File: src/core/art_timer_defs.vh
// constants for the auto-reload timer with capture
// assumes a 100 MHz system clock and a 4-bit word-indexed register port
`ifndef ART_TIMER_DEFS_VH
`define ART_TIMER_DEFS_VH

// register addresses
`define ART_ADDR_CTRL      4'h0
`define ART_ADDR_CLKCTL    4'h1
`define ART_ADDR_RELOAD_LO 4'h2
`define ART_ADDR_RELOAD_HI 4'h3
`define ART_ADDR_COUNT_LO  4'h4
`define ART_ADDR_COUNT_HI  4'h5
`define ART_ADDR_IRQ_STAT  4'h6
`define ART_ADDR_IRQ_MASK  4'h7

// timer control register fields
`define ART_CTRL_HOF     7
`define ART_CTRL_LOF     6
`define ART_CTRL_LIRQEN  5
`define ART_CTRL_CAPEN   4
`define ART_CTRL_SPLIT   3
`define ART_CTRL_RUN     2
`define ART_CTRL_XCLK    0

// clock control register fields
`define ART_CLK_LOFAST   0
`define ART_CLK_HIFAST   1

// interrupt status and mask fields
`define ART_IRQ_HIGH     0
`define ART_IRQ_LOW      1

// reset values
`define ART_RST_BYTE     8'h00
`define ART_RST_IRQ      2'h0

// timing counts
`define ART_DIV12_LAST   4'hB
`define ART_DIV8_BITS    3
`define ART_BYTE_MAX     8'hFF

`endif

File: src/core/art_timer.v
// auto-reload timer with external oscillator capture and register port
// assumes a single 100 MHz clock; extClk is an asynchronous pin
//
// Added by the designer: the register addresses and the plain strobed port.
module art_timer (
    input  wire       clk,
    input  wire       resetn,
    input  wire       ce,
    input  wire       extClk,
    input  wire [3:0] addr,
    input  wire [7:0] wdata,
    input  wire       wrStb,
    input  wire       rdStb,
    output reg  [7:0] rdata,
    output reg        irq
);
`include "art_timer_defs.vh"

    // clock tick select for one byte
    function selTick;
        input fast;
        input xclk;
        input extT;
        input d12T;
        begin
            selTick = fast ? 1'b1 : (xclk ? extT : d12T);
        end
    endfunction

    // next byte value: reload on wrap, else increment
    function [7:0] stepByte;
        input [7:0] cur;
        input [7:0] rel;
        input       wrap;
        begin
            stepByte = wrap ? rel : cur + 8'h01;
        end
    endfunction

    // strobe decode for one register index
    function regHit;
        input       stb;
        input [3:0] a;
        input [3:0] idx;
        begin
            regHit = stb && (a == idx);
        end
    endfunction

    reg  [7:0] countLo;
    reg  [7:0] countHi;
    reg  [7:0] reloadLo;
    reg  [7:0] reloadHi;
    reg        highOverflowFlag;
    reg        lowOverflowFlag;
    reg        lowByteIrqEnable;
    reg        captureModeEnable;
    reg        splitModeEnable;
    reg        runControl;
    reg        externalClockSelect;
    reg        lowByteFastClockSelect;
    reg        highByteFastClockSelect;
    reg  [1:0] irqStat;
    reg  [1:0] irqMask;

    wire       div12Tick;
    wire       extTick;
    wire       extFall;

    art_prescale uPre (
        .clk       (clk),
        .resetn    (resetn),
        .ce        (ce),
        .extClk    (extClk),
        .div12Tick (div12Tick),
        .extTick   (extTick),
        .extFall   (extFall)
    );

    reg        tickLo;
    reg        tickHi;
    reg        capTick;
    reg        mode16;
    reg        adv16;
    reg        advLo;
    reg        advHi;
    reg        lowWrap;
    reg        highWrap;
    reg        capEvt;
    reg  [7:0] next_countLo;
    reg  [7:0] next_countHi;
    reg  [7:0] next_reloadLo;
    reg  [7:0] next_reloadHi;
    reg        setHigh;
    reg        setLow;
    reg  [1:0] next_irqStat;

    reg        next_irq;
    reg  [7:0] next_rdata;

    wire       wrCtrl;
    wire       rdStat;
    wire       wrCountLo;
    wire       wrCountHi;
    wire       wrReloadLo;
    wire       wrReloadHi;
    wire       wrClkCtl;
    wire       wrMask;

    assign wrCtrl     = regHit(wrStb, addr, `ART_ADDR_CTRL);
    assign rdStat     = regHit(rdStb, addr, `ART_ADDR_IRQ_STAT);
    assign wrCountLo  = regHit(wrStb, addr, `ART_ADDR_COUNT_LO);
    assign wrCountHi  = regHit(wrStb, addr, `ART_ADDR_COUNT_HI);
    assign wrReloadLo = regHit(wrStb, addr, `ART_ADDR_RELOAD_LO);
    assign wrReloadHi = regHit(wrStb, addr, `ART_ADDR_RELOAD_HI);
    assign wrClkCtl   = regHit(wrStb, addr, `ART_ADDR_CLKCTL);
    assign wrMask     = regHit(wrStb, addr, `ART_ADDR_IRQ_MASK);

    always @* begin
        tickLo  = selTick(lowByteFastClockSelect, externalClockSelect,
                          extTick, div12Tick);
        tickHi  = selTick(highByteFastClockSelect, externalClockSelect,
                          extTick, div12Tick);
        // capture counts only on internal clocks
        capTick = lowByteFastClockSelect | div12Tick;
        // capture forces whole-counter operation
        mode16  = !splitModeEnable || captureModeEnable;
        adv16   = runControl &&
                  (captureModeEnable ? capTick : tickLo);
        advLo   = mode16 ? adv16 : tickLo;
        advHi   = mode16 ? adv16 && (countLo == `ART_BYTE_MAX)
                         : runControl && tickHi;
        lowWrap  = advLo && (countLo == `ART_BYTE_MAX);
        highWrap = advHi && (countHi == `ART_BYTE_MAX);
        capEvt   = captureModeEnable && extFall;

        next_countLo  = countLo;
        next_countHi  = countHi;
        next_reloadLo = reloadLo;
        next_reloadHi = reloadHi;
        if (mode16) begin
            if (adv16) begin
                if (highWrap && !captureModeEnable) begin
                    next_countLo = reloadLo;
                    next_countHi = reloadHi;
                end else begin
                    next_countLo = countLo + 8'h01;
                    if (advHi)
                        next_countHi = countHi + 8'h01;
                end
            end
        end else begin
            if (advLo)
                next_countLo = stepByte(countLo, reloadLo, lowWrap);
            if (advHi)
                next_countHi = stepByte(countHi, reloadHi, highWrap);
        end
        // software writes override the count
        if (wrCountLo)
            next_countLo = wdata;
        if (wrCountHi)
            next_countHi = wdata;
        if (wrReloadLo)
            next_reloadLo = wdata;
        if (wrReloadHi)
            next_reloadHi = wdata;
        // capture wins over a software reload write in the same cycle
        if (capEvt) begin
            next_reloadLo = countLo;
            next_reloadHi = countHi;
        end

        setHigh = (highWrap && !captureModeEnable) || capEvt;
        setLow  = lowWrap;

        // sticky irq status, cleared by read, a new set wins
        next_irqStat = rdStat ? `ART_RST_IRQ : irqStat;
        if (setHigh)
            next_irqStat[`ART_IRQ_HIGH] = 1'b1;
        if (setLow && lowByteIrqEnable)
            next_irqStat[`ART_IRQ_LOW] = 1'b1;

        // low source needs the high mask too: timer irqs must be on
        next_irq = (irqStat[`ART_IRQ_HIGH] & irqMask[`ART_IRQ_HIGH]) |
                   (irqStat[`ART_IRQ_LOW] & irqMask[`ART_IRQ_LOW] &
                    irqMask[`ART_IRQ_HIGH]);

        // read data stand for one cycle only
        next_rdata = `ART_RST_BYTE;
        if (rdStb) begin
            case (addr)
                `ART_ADDR_CTRL:
                    next_rdata = {highOverflowFlag, lowOverflowFlag,
                                  lowByteIrqEnable, captureModeEnable,
                                  splitModeEnable, runControl, 1'b0,
                                  externalClockSelect};
                `ART_ADDR_CLKCTL:
                    next_rdata = {6'h00, highByteFastClockSelect,
                                  lowByteFastClockSelect};
                `ART_ADDR_RELOAD_LO: next_rdata = reloadLo;
                `ART_ADDR_RELOAD_HI: next_rdata = reloadHi;
                `ART_ADDR_COUNT_LO:  next_rdata = countLo;
                `ART_ADDR_COUNT_HI:  next_rdata = countHi;
                `ART_ADDR_IRQ_STAT:  next_rdata = {6'h00, irqStat};
                `ART_ADDR_IRQ_MASK:  next_rdata = {6'h00, irqMask};
                default:             next_rdata = `ART_RST_BYTE;
            endcase
        end
    end

    always @(posedge clk or negedge resetn) begin
        if (!resetn) begin
            countLo                 <= `ART_RST_BYTE;
            countHi                 <= `ART_RST_BYTE;
            reloadLo                <= `ART_RST_BYTE;
            reloadHi                <= `ART_RST_BYTE;
            highOverflowFlag        <= 1'b0;
            lowOverflowFlag         <= 1'b0;
            lowByteIrqEnable        <= 1'b0;
            captureModeEnable       <= 1'b0;
            splitModeEnable         <= 1'b0;
            runControl              <= 1'b0;
            externalClockSelect     <= 1'b0;
            lowByteFastClockSelect  <= 1'b0;
            highByteFastClockSelect <= 1'b0;
            irqStat                 <= `ART_RST_IRQ;
            irqMask                 <= `ART_RST_IRQ;
            rdata                   <= `ART_RST_BYTE;
            irq                     <= 1'b0;
        end else if (ce) begin
            countLo  <= next_countLo;
            countHi  <= next_countHi;
            reloadLo <= next_reloadLo;
            reloadHi <= next_reloadHi;
            irqStat  <= next_irqStat;

            // flags cleared only by software; a same-cycle set wins
            if (wrCtrl) begin
                highOverflowFlag <= wdata[`ART_CTRL_HOF] | setHigh;
                lowOverflowFlag  <= wdata[`ART_CTRL_LOF] | setLow;
                lowByteIrqEnable    <= wdata[`ART_CTRL_LIRQEN];
                captureModeEnable   <= wdata[`ART_CTRL_CAPEN];
                splitModeEnable     <= wdata[`ART_CTRL_SPLIT];
                runControl          <= wdata[`ART_CTRL_RUN];
                externalClockSelect <= wdata[`ART_CTRL_XCLK];
            end else begin
                highOverflowFlag <= highOverflowFlag | setHigh;
                lowOverflowFlag  <= lowOverflowFlag | setLow;
            end

            if (wrClkCtl) begin
                lowByteFastClockSelect  <= wdata[`ART_CLK_LOFAST];
                highByteFastClockSelect <= wdata[`ART_CLK_HIFAST];
            end
            if (wrMask)
                irqMask <= wdata[1:0];

            irq   <= next_irq;
            rdata <= next_rdata;
        end
    end
endmodule // art_timer

File: src/core/art_prescale.v
// clock prescaler: system clock /12 tick, external oscillator /8
// assumes extClk is asynchronous to clk; ce freezes all state
module art_prescale (
    input  wire       clk,
    input  wire       resetn,
    input  wire       ce,
    input  wire       extClk,
    output reg        div12Tick,
    output reg        extTick,
    output reg        extFall
);
`include "art_timer_defs.vh"

    reg  [2:0] syncExt;
    reg        extLevel;
    reg  [3:0] div12Cnt;
    reg  [`ART_DIV8_BITS-1:0] div8Cnt;
    wire       extRise;
    wire [`ART_DIV8_BITS-1:0] next_div8Cnt;

    // a change counts only once stages two and three agree
    assign extRise = (syncExt[1] == syncExt[2]) && syncExt[2] && !extLevel;
    assign next_div8Cnt = div8Cnt + 1'b1;

    always @(posedge clk or negedge resetn) begin
        if (!resetn) begin
            syncExt   <= 3'h0;
            extLevel  <= 1'b0;
            div12Cnt  <= 4'h0;
            div8Cnt   <= 3'h0;
            div12Tick <= 1'b0;
            extTick   <= 1'b0;
            extFall   <= 1'b0;
        end else if (ce) begin
            syncExt <= {syncExt[1:0], extClk};
            if (syncExt[1] == syncExt[2])
                extLevel <= syncExt[2];
            div12Tick <= (div12Cnt == `ART_DIV12_LAST);
            if (div12Cnt == `ART_DIV12_LAST)
                div12Cnt <= 4'h0;
            else
                div12Cnt <= div12Cnt + 4'h1;
            // divided clock is the top bit; rising edge ticks, falling captures
            extTick <= 1'b0;
            extFall <= 1'b0;
            if (extRise) begin
                div8Cnt <= next_div8Cnt;
                extTick <= !div8Cnt[2] && next_div8Cnt[2];
                extFall <= div8Cnt[2] && !next_div8Cnt[2];
            end
        end
    end
endmodule // art_prescale

File: config.mk
export PLATFORM = sky130hd
export DESIGN_NAME = art_timer
export DESIGN_NICKNAME = d
export VERILOG_FILES = /design/src/core/art_timer.v /design/src/core/art_prescale.v
export VERILOG_INCLUDE_DIRS = /design/src /design/src/core
export SDC_FILE = /design/constraint.sdc
export NUM_CORES = 1
export LEC_CHECK = 0
export ABC_AREA = 1
export ABC_CLOCK_PERIOD_IN_PS = 1800
export BUFFER_PORTS_ARGS = -buffer_cell sky130_fd_sc_hd__buf_4
export CAP_MARGIN = 30
export CELL_PAD_IN_SITES_DETAIL_PLACEMENT = 0
export CELL_PAD_IN_SITES_GLOBAL_PLACEMENT = 1
export CORE_MARGIN = 1
export CORE_UTILIZATION = 40
export CTS_BUF_LIST = sky130_fd_sc_hd__clkbuf_16
export DETAILED_ROUTE_END_ITERATION = 6
export PLACE_DENSITY = 0.75
export SLEW_MARGIN = 20
export SYNTH_ARGS = -nofsm -noshare
export SYNTH_HDL_FRONTEND = slang
export SYNTH_SLANG_ARGS = --single-unit
File: constraint.sdc
create_clock -name clk -period 1.8 [get_ports clk]
set_clock_uncertainty 0.05 [all_clocks]
set_input_delay 0.36 -clock clk [delete_from_list [all_inputs] [get_ports clk]]
set_output_delay 0.36 -clock clk [all_outputs]
set_load 0.01 [all_outputs]
# Word-level counts from Yosys, hierarchy flattened
# Cells that the tools add are included.
# W data, S select, Z words.
[classes]
addsub = 4
n_eq_ne = 14
mux = 33
bitwise_logic = 9
reduce_logical = 45
[op_table]
columns = ["op", "count"]
rows = [
  ["$mux W8", 18],
  ["$pmux W8 S8", 1],
  ["$logic_and A1 B1 Y1", 20],
  ["$reduce_and A2 Y1", 9],
  ["$add A8 B1 Y8 const B", 2],
  ["$eq A4 B3 Y1 const B", 4],
  ["$eq A8 B8 Y1 const B", 2],
  ["$mux W1", 12],
  ["$eq A4 B2 Y1 const B", 2],
  ["$reduce_bool A2 Y1", 4],
  ["$ne A3 B1 Y1 const B", 2],
  ["$or A1 B1 Y1", 6],
  ["$reduce_bool A3 Y1", 2],
  ["$logic_not A1 Y1", 5],
  ["$add A4 B1 Y4 const B", 1],
  ["$eq A4 B1 Y1 const B", 1],
  ["$eq A4 B4 Y1 const B", 1],
  ["$logic_not A4 Y1", 1],
  ["$mux W4", 1],
  ["$ne A4 B1 Y1 const B", 1],
  ["$reduce_and A4 Y1", 1],
  ["$add A3 B1 Y3 const B", 1],
  ["$and A1 B1 Y1", 3],
  ["$reduce_and A3 Y1", 1],
  ["3 further kinds", 4],
]
[word_totals]
register_bits = 68
input_bits = 18
elab_cells = 130

# Longest topological paths before layout
# Gate-level depths: netlist (run 1).
[depth]
ltp_word = 12
mapped_depth = 14

# By module
# A second synthesis (run 1) with hierarchy kept.
[unflattened]
cells_unflattened = 558
area_unflattened_um2 = 4220.3
[modules_own_cells]
columns = ["mod", "instances", "cells_each", "area_per_inst_um2", "seq_area_each_um2"]
rows = [
  ["art_timer", 1, 490, 3563.4, 1351.3],
  ["art_prescale", 1, 68, 656.9, 350.3],
]

# Worst setup path after synthesis (run 1)
# No wires, ideal clock.
[synth_timing]
path_type = "reg2reg"
startpoint = "register countHi[0]"
endpoint = "register countLo[6]"
setup_time_ps = 122
arrival_ps = 1597
t_required_ps = 1628
path_slack_ps = 31
path_stages_with_launch = 12
synth_period_minus_slack_ps = 1769
cell_sequence = "dfrtp_1 -> ha_1 -> nand2_2 -> nor2_4 -> nand3_2 -> nor3_4 -> nand3_4 -> buf_6 -> nand2_1 -> nand3_1 -> nand2_1 -> a21oi_1"
[synth_between]
elab_chain_cells = 7
[synth_rtl]
columns = ["item", "line", "source"]
rows = [
  ["from (decl)", "art_timer.v:51", "reg [7:0] countHi;"],
  ["from (signal assigned)", "art_timer.v:214", "countHi <= `ART_RST_BYTE;"],
  ["from (signal assigned)", "art_timer.v:232", "countHi <= next_countHi;"],
  ["$eq A8 B8 Y1 (no line)", "-", ""],
  ["$logic_and A1 B1 Y1", "art_timer.v:134", "highWrap = advHi && (countHi == `ART_BYTE_MAX);"],
  ["$logic_and A1 B1 Y1", "art_timer.v:143", "if (highWrap && !captureModeEnable) begin"],
  ["$mux W8", "art_timer.v:143", ""],
  ["$mux W8", "art_timer.v:142", "if (adv16) begin"],
  ["$mux W8", "art_timer.v:141", "if (mode16) begin"],
  ["$mux W8", "art_timer.v:159", "if (wrCountLo)"],
  ["to (signal assigned)", "art_timer.v:213", "countLo <= `ART_RST_BYTE;"],
  ["to (signal assigned)", "art_timer.v:231", "countLo <= next_countLo;"],
  ["to (decl)", "art_timer.v:50", "reg [7:0] countLo;"],
]
# Every way passes these cells. The select of a mux whose other input is x is not followed.
# A chain may end at the register's enable or synchronous reset.

# Final worst setup path (run 1)
[layout_timing]
startpoint = "register countHi[1]"
endpoint = "register countHi[7]"
[layout_between]
elab_chain_cells = 7
elab_cells_between_ends = 13
classes_between = "1 x add/sub; 2 x eq/ne; 7 x mux; 3 x reduce/logical"
[layout_rtl]
columns = ["item"]
rows = [
  ["parallel branches: the longest is 7 deep, another holds $add A8 B1 Y8"],
]
# Parallel ways; which one is timed is not known. The select of a mux whose other input is x is not followed.

==> results.ini, run 1 <==
[run_status]
status=finished, violations left
violations=negative setup slack

[final_layout]
multiInputGateArea_mm2=0.002097
n_antenna_cell=0
syn2layout_area_growth_pct=26.00
drive_above_1_share_pct=21.97
finalNonFillerCells=784
fillers=986
regArea_mm2=0.001702
layout.nets=671

[critical_path]
critPathLaunch=countHi[1]
critPathMaxFanout=8
r2r_start=countHi[1]
start_kind=flop
r2r_setup_slack_ns=-0.0004
worst_ep_arrival_time_ns=1.98
cp_common_cell=nand2_1
path_cells=ha_2, nand2_2, nor2_4, nand3_2, nor3_4, buf_6, nand3_4, nand2_1, nand2_1, nand2_1, nand2_1, nand2_1, nand2_1
end_kind=flop
cpPeakStageDelay_ns=0.35
r2r-end=countHi[7]
ff2ff_path_depth=13
path_class=flop to flop
worst_ep_required_time_ns=1.98
cp_slowest_cell=dfrtp_1

[pwr]
power.share.clock_pct=30.9
total_leakage_power_nw=2.602
combPwrFrac_pct=31.2
intPower_mw=3.664
p_sw_mw=1.995
switching_share_pct=35.25
ir_drop_v=0.0005213
powerDensity_mw_per_mm2=1088
power_frac_seq_pct=37.8

[timing]
fin_tns_setup_ns=-0.0004123
max_freq_ghz=0.5554
hold_viol=0
fin_ws_ns=-0.0004123
period_minus_slack_ns=1.800
drv_slew=0
fin_crit_sh_pct=100.0
setup-violations-final=1
rsz0062_at_grt=yes
worst_pin_slew_ns=0.3875
slew_headroom_pct=74.09

[clock_tree]
clkTransAtPathRegs_ns=0.06
root_buffer=clkbuf_16
numCtsBuffers=9
cts_sinks=68
clockBufferDepth=2
clock_latency_ns=0.34
cts_tree=built
cts_max_level=3

[global_routing]
grt_pass1_wl_um=20560
first_global_vias=3908
grt_util_all_layers_pct=24.77
grt_antenna_before_repair=0
grt_max_degree=33
grt-ovfl-total=0

[placement]
port_buffers=26
routabilityCongestion=0.9226
post-place-cells=757
post-place-ws_ns=-0.06658
hpwlAfterDp_um=9380

[logic_synthesis]
synth.area.top_cells=dfrtp_1, nand2_1, inv_1
synth-edff-count=0
synth.most_common_cell=nand2_1
syn_nets=594
yosysWarnings=0
synth.distinct_cells=36
synth_common_cells=nand2_1, dfrtp_1, inv_1
synth_compound_area_share_pct=15.85
synth-simple-area-share_pct=28.39
synth_top_family_by_area=simple AND/OR/NAND/NOR gates
synth_mux_area_share_pct=0.2727
synth_top_flop_cell=dfrtp_1
synth_seq_cells=68
async_flop_share_pct=100.0
synth_area_leader_cell=dfrtp_1
seq_area_frac_synth_pct=41.21
synthAdderAreaFrac_pct=2.121
syn_area_per_cell_um2=7.257
synth_top_area_share_pct=41.21
synthCells=569
syn_area_mm2=0.004129
synthXorXnorAreaFrac_pct=2.545

[worst_hold_path]
holdPathEnd=uPre.syncExt[0]
hp-class=input port to flop
whs_path_depth=3
worstHoldStart=extClk

[routing]
drtAntennaViolNets=0
drc=0
dr.pass1.iters=5
wl_per_cell_um=15.77
vias=4014
routed_wl_um=12360
drt_iter0_markers=267
via_per_inst=5.120

[floorplanning]
io_pins=27
die_x_um=103.6
core_area_mm2=0.009910
die-height_um=103.6
die-area_mm2=0.01073
initial_core_util_pct=41.67
fp-row-count=36

[job]
maxCapViolCount=0

-- how the worst max path moves through the flow --
| stage | to | slack [ns] | cells after the start |
|---|---|---|---|
| 6_report | countHi[7] | -0.0004 | 13 |
| 5_1_grt | countHi[0] | -0.13 | 13 |
| 4_1_cts | countHi[7] | -0.007 | 12 |
| 3_5_place_dp | countHi[1] | -0.07 | 12 |
| 3_3_place_gp | rdata[3] | -0.01 | 9 |
| 2_1_floorplan | countLo[6] | 0.03 | 11 |
-- state kept, by name (all words and copies together) (netlist names), 2 cells and up --
register and count:
countLo 8, uPre.div12Cnt 4, uPre.syncExt 3, reloadHi 8, reloadLo 8, irqMask 2, uPre.div8Cnt 3, countHi 8
irqStat 2, rdata 8
-- cell families (layout without fill, tap and decap cells) --
family / count (synthesis) / count (layout)
compound gates: 118 / 118
xor+xnor: 12 / 12
flops: 68 / 68
mux: 1 / 1
buf+inv: 97 / 178
simple gates: 266 / 267
fa+ha+maj: 7 / 7
-- worst max-delay path: cells and delay by family, from the launching register on --
kind	cells	cell delay [ns]
adder cells (fa/ha/maj)	1	0.19
AND/OR/NAND/NOR	11	0.97
flip-flops	1	0.35
buffers and inverters	1	0.14
-- metal layers --
layer | vias up | part of all wire (%) | track usage [%]
li1 | 2028 | - | -
met1 | 1861 | 48 | 34.38
met2 | 107 | 45 | 37.82
met3 | 18 | 4.4 | 4.594
met4 | 0 | 2.1 | 10.35
met5 | - | 0 | 0
-- metrics by stage --
step           util [%]  hold slack (ns)  power (mW)  area [um2]
4_1_cts           52.13           0.1901       5.659        5166
5_1_grt           52.50           0.2174       6.067        5202
3_3_place_gp      48.02           0.2314       3.801        4758
2_1_floorplan         -          0.01441       3.196        4129
6_report          52.50           0.1967       5.658        5202
3_5_place_dp      48.02           0.2303       3.830        4758
-- power by group through the flow --
stage | sequential (mW) | combinational [mW] | clock (mW)
3_3_place_gp | 2.14 | 1.66 | 0
2_1_floorplan | 2.13 | 1.07 | 0
5_1_grt | 2.19 | 2.03 | 1.85
4_1_cts | 2.13 | 1.74 | 1.79
3_5_place_dp | 2.16 | 1.67 | 0
6_report | 2.14 | 1.77 | 1.75
-- final cells by class --
type | count | area share, %
inverter | 79 | 5.748
clock buffer | 9 | 4.329
timing repair buffer | 83 | 12.41
clock inverter | 7 | 1.299
tap | 133 | 3.199
sequential | 68 | 32.71
multi-input combinational | 405 | 40.31
-- cell usage in the layout (no fill, tap or decap), types with 17 or more instances in the layout --
| cell type | netlist | layout |
|---|---|---|
| buf_4 | 2 | 79 |
| o21ai_0 | 34 | 34 |
| o21ai_1 | 33 | 33 |
| nand3_1 | 34 | 32 |
| dfrtp_1 | 68 | 68 |
| inv_1 | 59 | 59 |
| nand4_1 | 17 | 17 |
| nand2_1 | 179 | 176 |
| inv_2 | 18 | 18 |
| a21oi_1 | 19 | 19 |
-- timing repair --
action | CTS | global route
gates resized for setup | 8 | 7
endpoints found under the hold margin | 21 | 0
cloned | 1 | 0
endpoints found under the setup margin | 15 | 18
pin swaps | 7 | 11
setup buffers | 8 | 1
hold buffers | 1 | 0
No activity file was read; power rests on OpenSTA's default activity.
==> run 2: changes to the inputs <==
Settings changed: CORE_UTILIZATION 40 to 35, CTS_CLUSTER_SIZE from default to 20, PLACE_DENSITY 0.75 to 0.67.
==> run 2 against run 1 <==
The flow still finishes with violations (negative setup slack). Clock power up 9%. Hold slack worse by 0.017 ns. Core utilization down 7.6 points. Total power up 2.0%. Final area down 0.96%.
==> results.ini, run 2 (synthesis results as in run 1) <==
[critical_path]
worst_ep_required_time_ns=1.98
critPathMaxFanout=4
ff2ff_path_depth=13
path_class=flop to flop
end_kind=flop
start_kind=flop
worst_ep_arrival_time_ns=2.03

[routing]
vias=4011
drc=0
routed_wl_um=12500
drtAntennaViolNets=0
dr.pass1.iters=5
wl_per_cell_um=15.92
via_per_inst=5.110
drt_iter0_markers=221

[placement]
port_buffers=26
post-place-ws_ns=-0.09963
routabilityCongestion=0.8847
placed_area_mm2=0.004741
hpwlAfterDp_um=9625

[floorplanning]
initial_core_util_pct=36.01
core_area_mm2=0.01147
die-area_mm2=0.01224
fp-row-count=39
io_pins=27
die-height_um=110.6
die_x_um=110.6

[timing]
rsz0062_at_grt=yes
fin_crit_sh_pct=102.9
setup-violations-final=7
fin_ws_ns=-0.05238
drv_slew=0
worst_pin_slew_ns=0.3650
max_freq_ghz=0.5398
hold_viol=0
slew_headroom_pct=75.64
period_minus_slack_ns=1.852

[final_layout]
syn2layout_area_growth_pct=24.79
fillers=1158
most-common-layout-cells=nand2_1, buf_4, dfrtp_1
layout.nets=662
n_antenna_cell=0
layout_commonest_cell=nand2_1
fin_area_mm2=0.005152
drive_above_1_share_pct=20.56

[pwr]
combPwrFrac_pct=30.0
switching_share_pct=34.60
intPower_mw=3.774
powerDensity_mw_per_mm2=1120
ir_drop_v=0.0005799
p_sw_mw=1.997
power.share.clock_pct=33.1
total_leakage_power_nw=2.565
power_frac_seq_pct=36.9

[run_status]
status=finished, violations left
violations=negative setup slack

[clock_tree]
clkTransAtPathRegs_ns=0.06
cts_max_level=3
numCtsBuffers=9
clockBufferDepth=2
root_buffer=clkbuf_16
clock_latency_ns=0.34
cts_sinks=68
cts_tree=built

[worst_hold_path]
whs_path_depth=3
hp-class=input port to flop

[global_routing]
grt_antenna_before_repair=0
grt_max_degree=30
grt-ovfl-total=0
grt_util_all_layers_pct=21.13
grt_pass1_wl_um=20020
first_global_vias=3801

[job]
maxCapViolCount=0

-- run 2: cell types whose count changed in the layout (fill, tap and decap cells not counted), moves of 2 or more --
cell,before,now
buf_4,79,71
nand2_2,6,4
nand3_4,3,1
nand2_1,176,178
-- run 2: final timing paths --
path	start	to	slack, ns
worst max-delay path	countHi[1]	countHi[5]	-0.05
worst min-delay path	extClk	uPre.syncExt[0]	0.18
worst max register to register	countHi[1]	countHi[5]	-0.05
worst min register to register	uPre.div8Cnt[0]	uPre.div8Cnt[0]	0.43
max in group asynchronous	resetn	reloadHi[5]	0.72
min in group asynchronous	resetn	uPre.div12Cnt[0]	0.41
-- run 2: per-layer routing --
metal / global-route usage, % / wire length [um] / share of wire, % / up-vias
li1: - / - / - / 2000
met1: 29.00 / 5849 / 47 / 1894
met2: 33.54 / 5835 / 47 / 98
met3: 3.513 / 532 / 4.3 / 19
met4: 7.556 / 278 / 2.2 / 0
met5: 0 / 0 / 0 / -
-- run 2: per-stage QoR --
step	TNS (ns)	hold slack, ns	total power [mW]	cells	util [%]
2_1_floorplan	0	0.01441	3.196	569	-
3_3_place_gp	-0.4473	0.2372	3.821	763	41.34
3_5_place_dp	-0.5667	0.2336	3.834	763	41.34
4_1_cts	-0.02832	0.1794	5.785	784	44.65
5_1_grt	-2.403	0.1856	6.141	785	44.93
6_report	-0.1711	0.1797	5.772	785	44.93
-- run 2: final cells by class --
type | count | area [um2] | share of cell area (%)
inverter | 79 | 299.0 | 5.804
multi-input combinational | 404 | 2071 | 40.19
tap | 143 | 178.9 | 3.473
sequential | 68 | 1702 | 33.03
timing repair buffer | 75 | 585.6 | 11.36
clock buffer | 9 | 225.2 | 4.371
clock inverter | 7 | 91.34 | 1.773
-- run 2: power groups by stage --
| stage | combinational (mW) | sequential, mW | clock, mW |
|---|---|---|---|
| 2_1_floorplan | 1.07 | 2.13 | 0 |
| 3_3_place_gp | 1.68 | 2.14 | 0 |
| 4_1_cts | 1.71 | 2.13 | 1.94 |
| 3_5_place_dp | 1.68 | 2.15 | 0 |
| 6_report | 1.73 | 2.13 | 1.91 |
| 5_1_grt | 1.94 | 2.18 | 2.02 |
-- run 2: critical path, stage by stage, from the launching register on --
cell and delay [ns]:
dfrtp_1 0.36, ha_2 0.19, nand2_2 0.07, nor2_4 0.10
nand3_2 0.10, nor3_4 0.28, nand3_4 0.11, buf_4 0.17
nand2_1 0.06, nand2_1 0.05, nand2_1 0.06, nand2_1 0.05
nand2_1 0.06, nand2_1 0.05
-- run 2: timing repair --
action | in CTS | in global routing
endpoints found under the setup margin | 16 | 18
hold buffers | 1 | 0
hold endpoints to repair | 21 | 0
buffers inserted | 4 | 1
pin swaps | 1 | 11
cloned | 0 | 0
resized for setup | 6 | 5
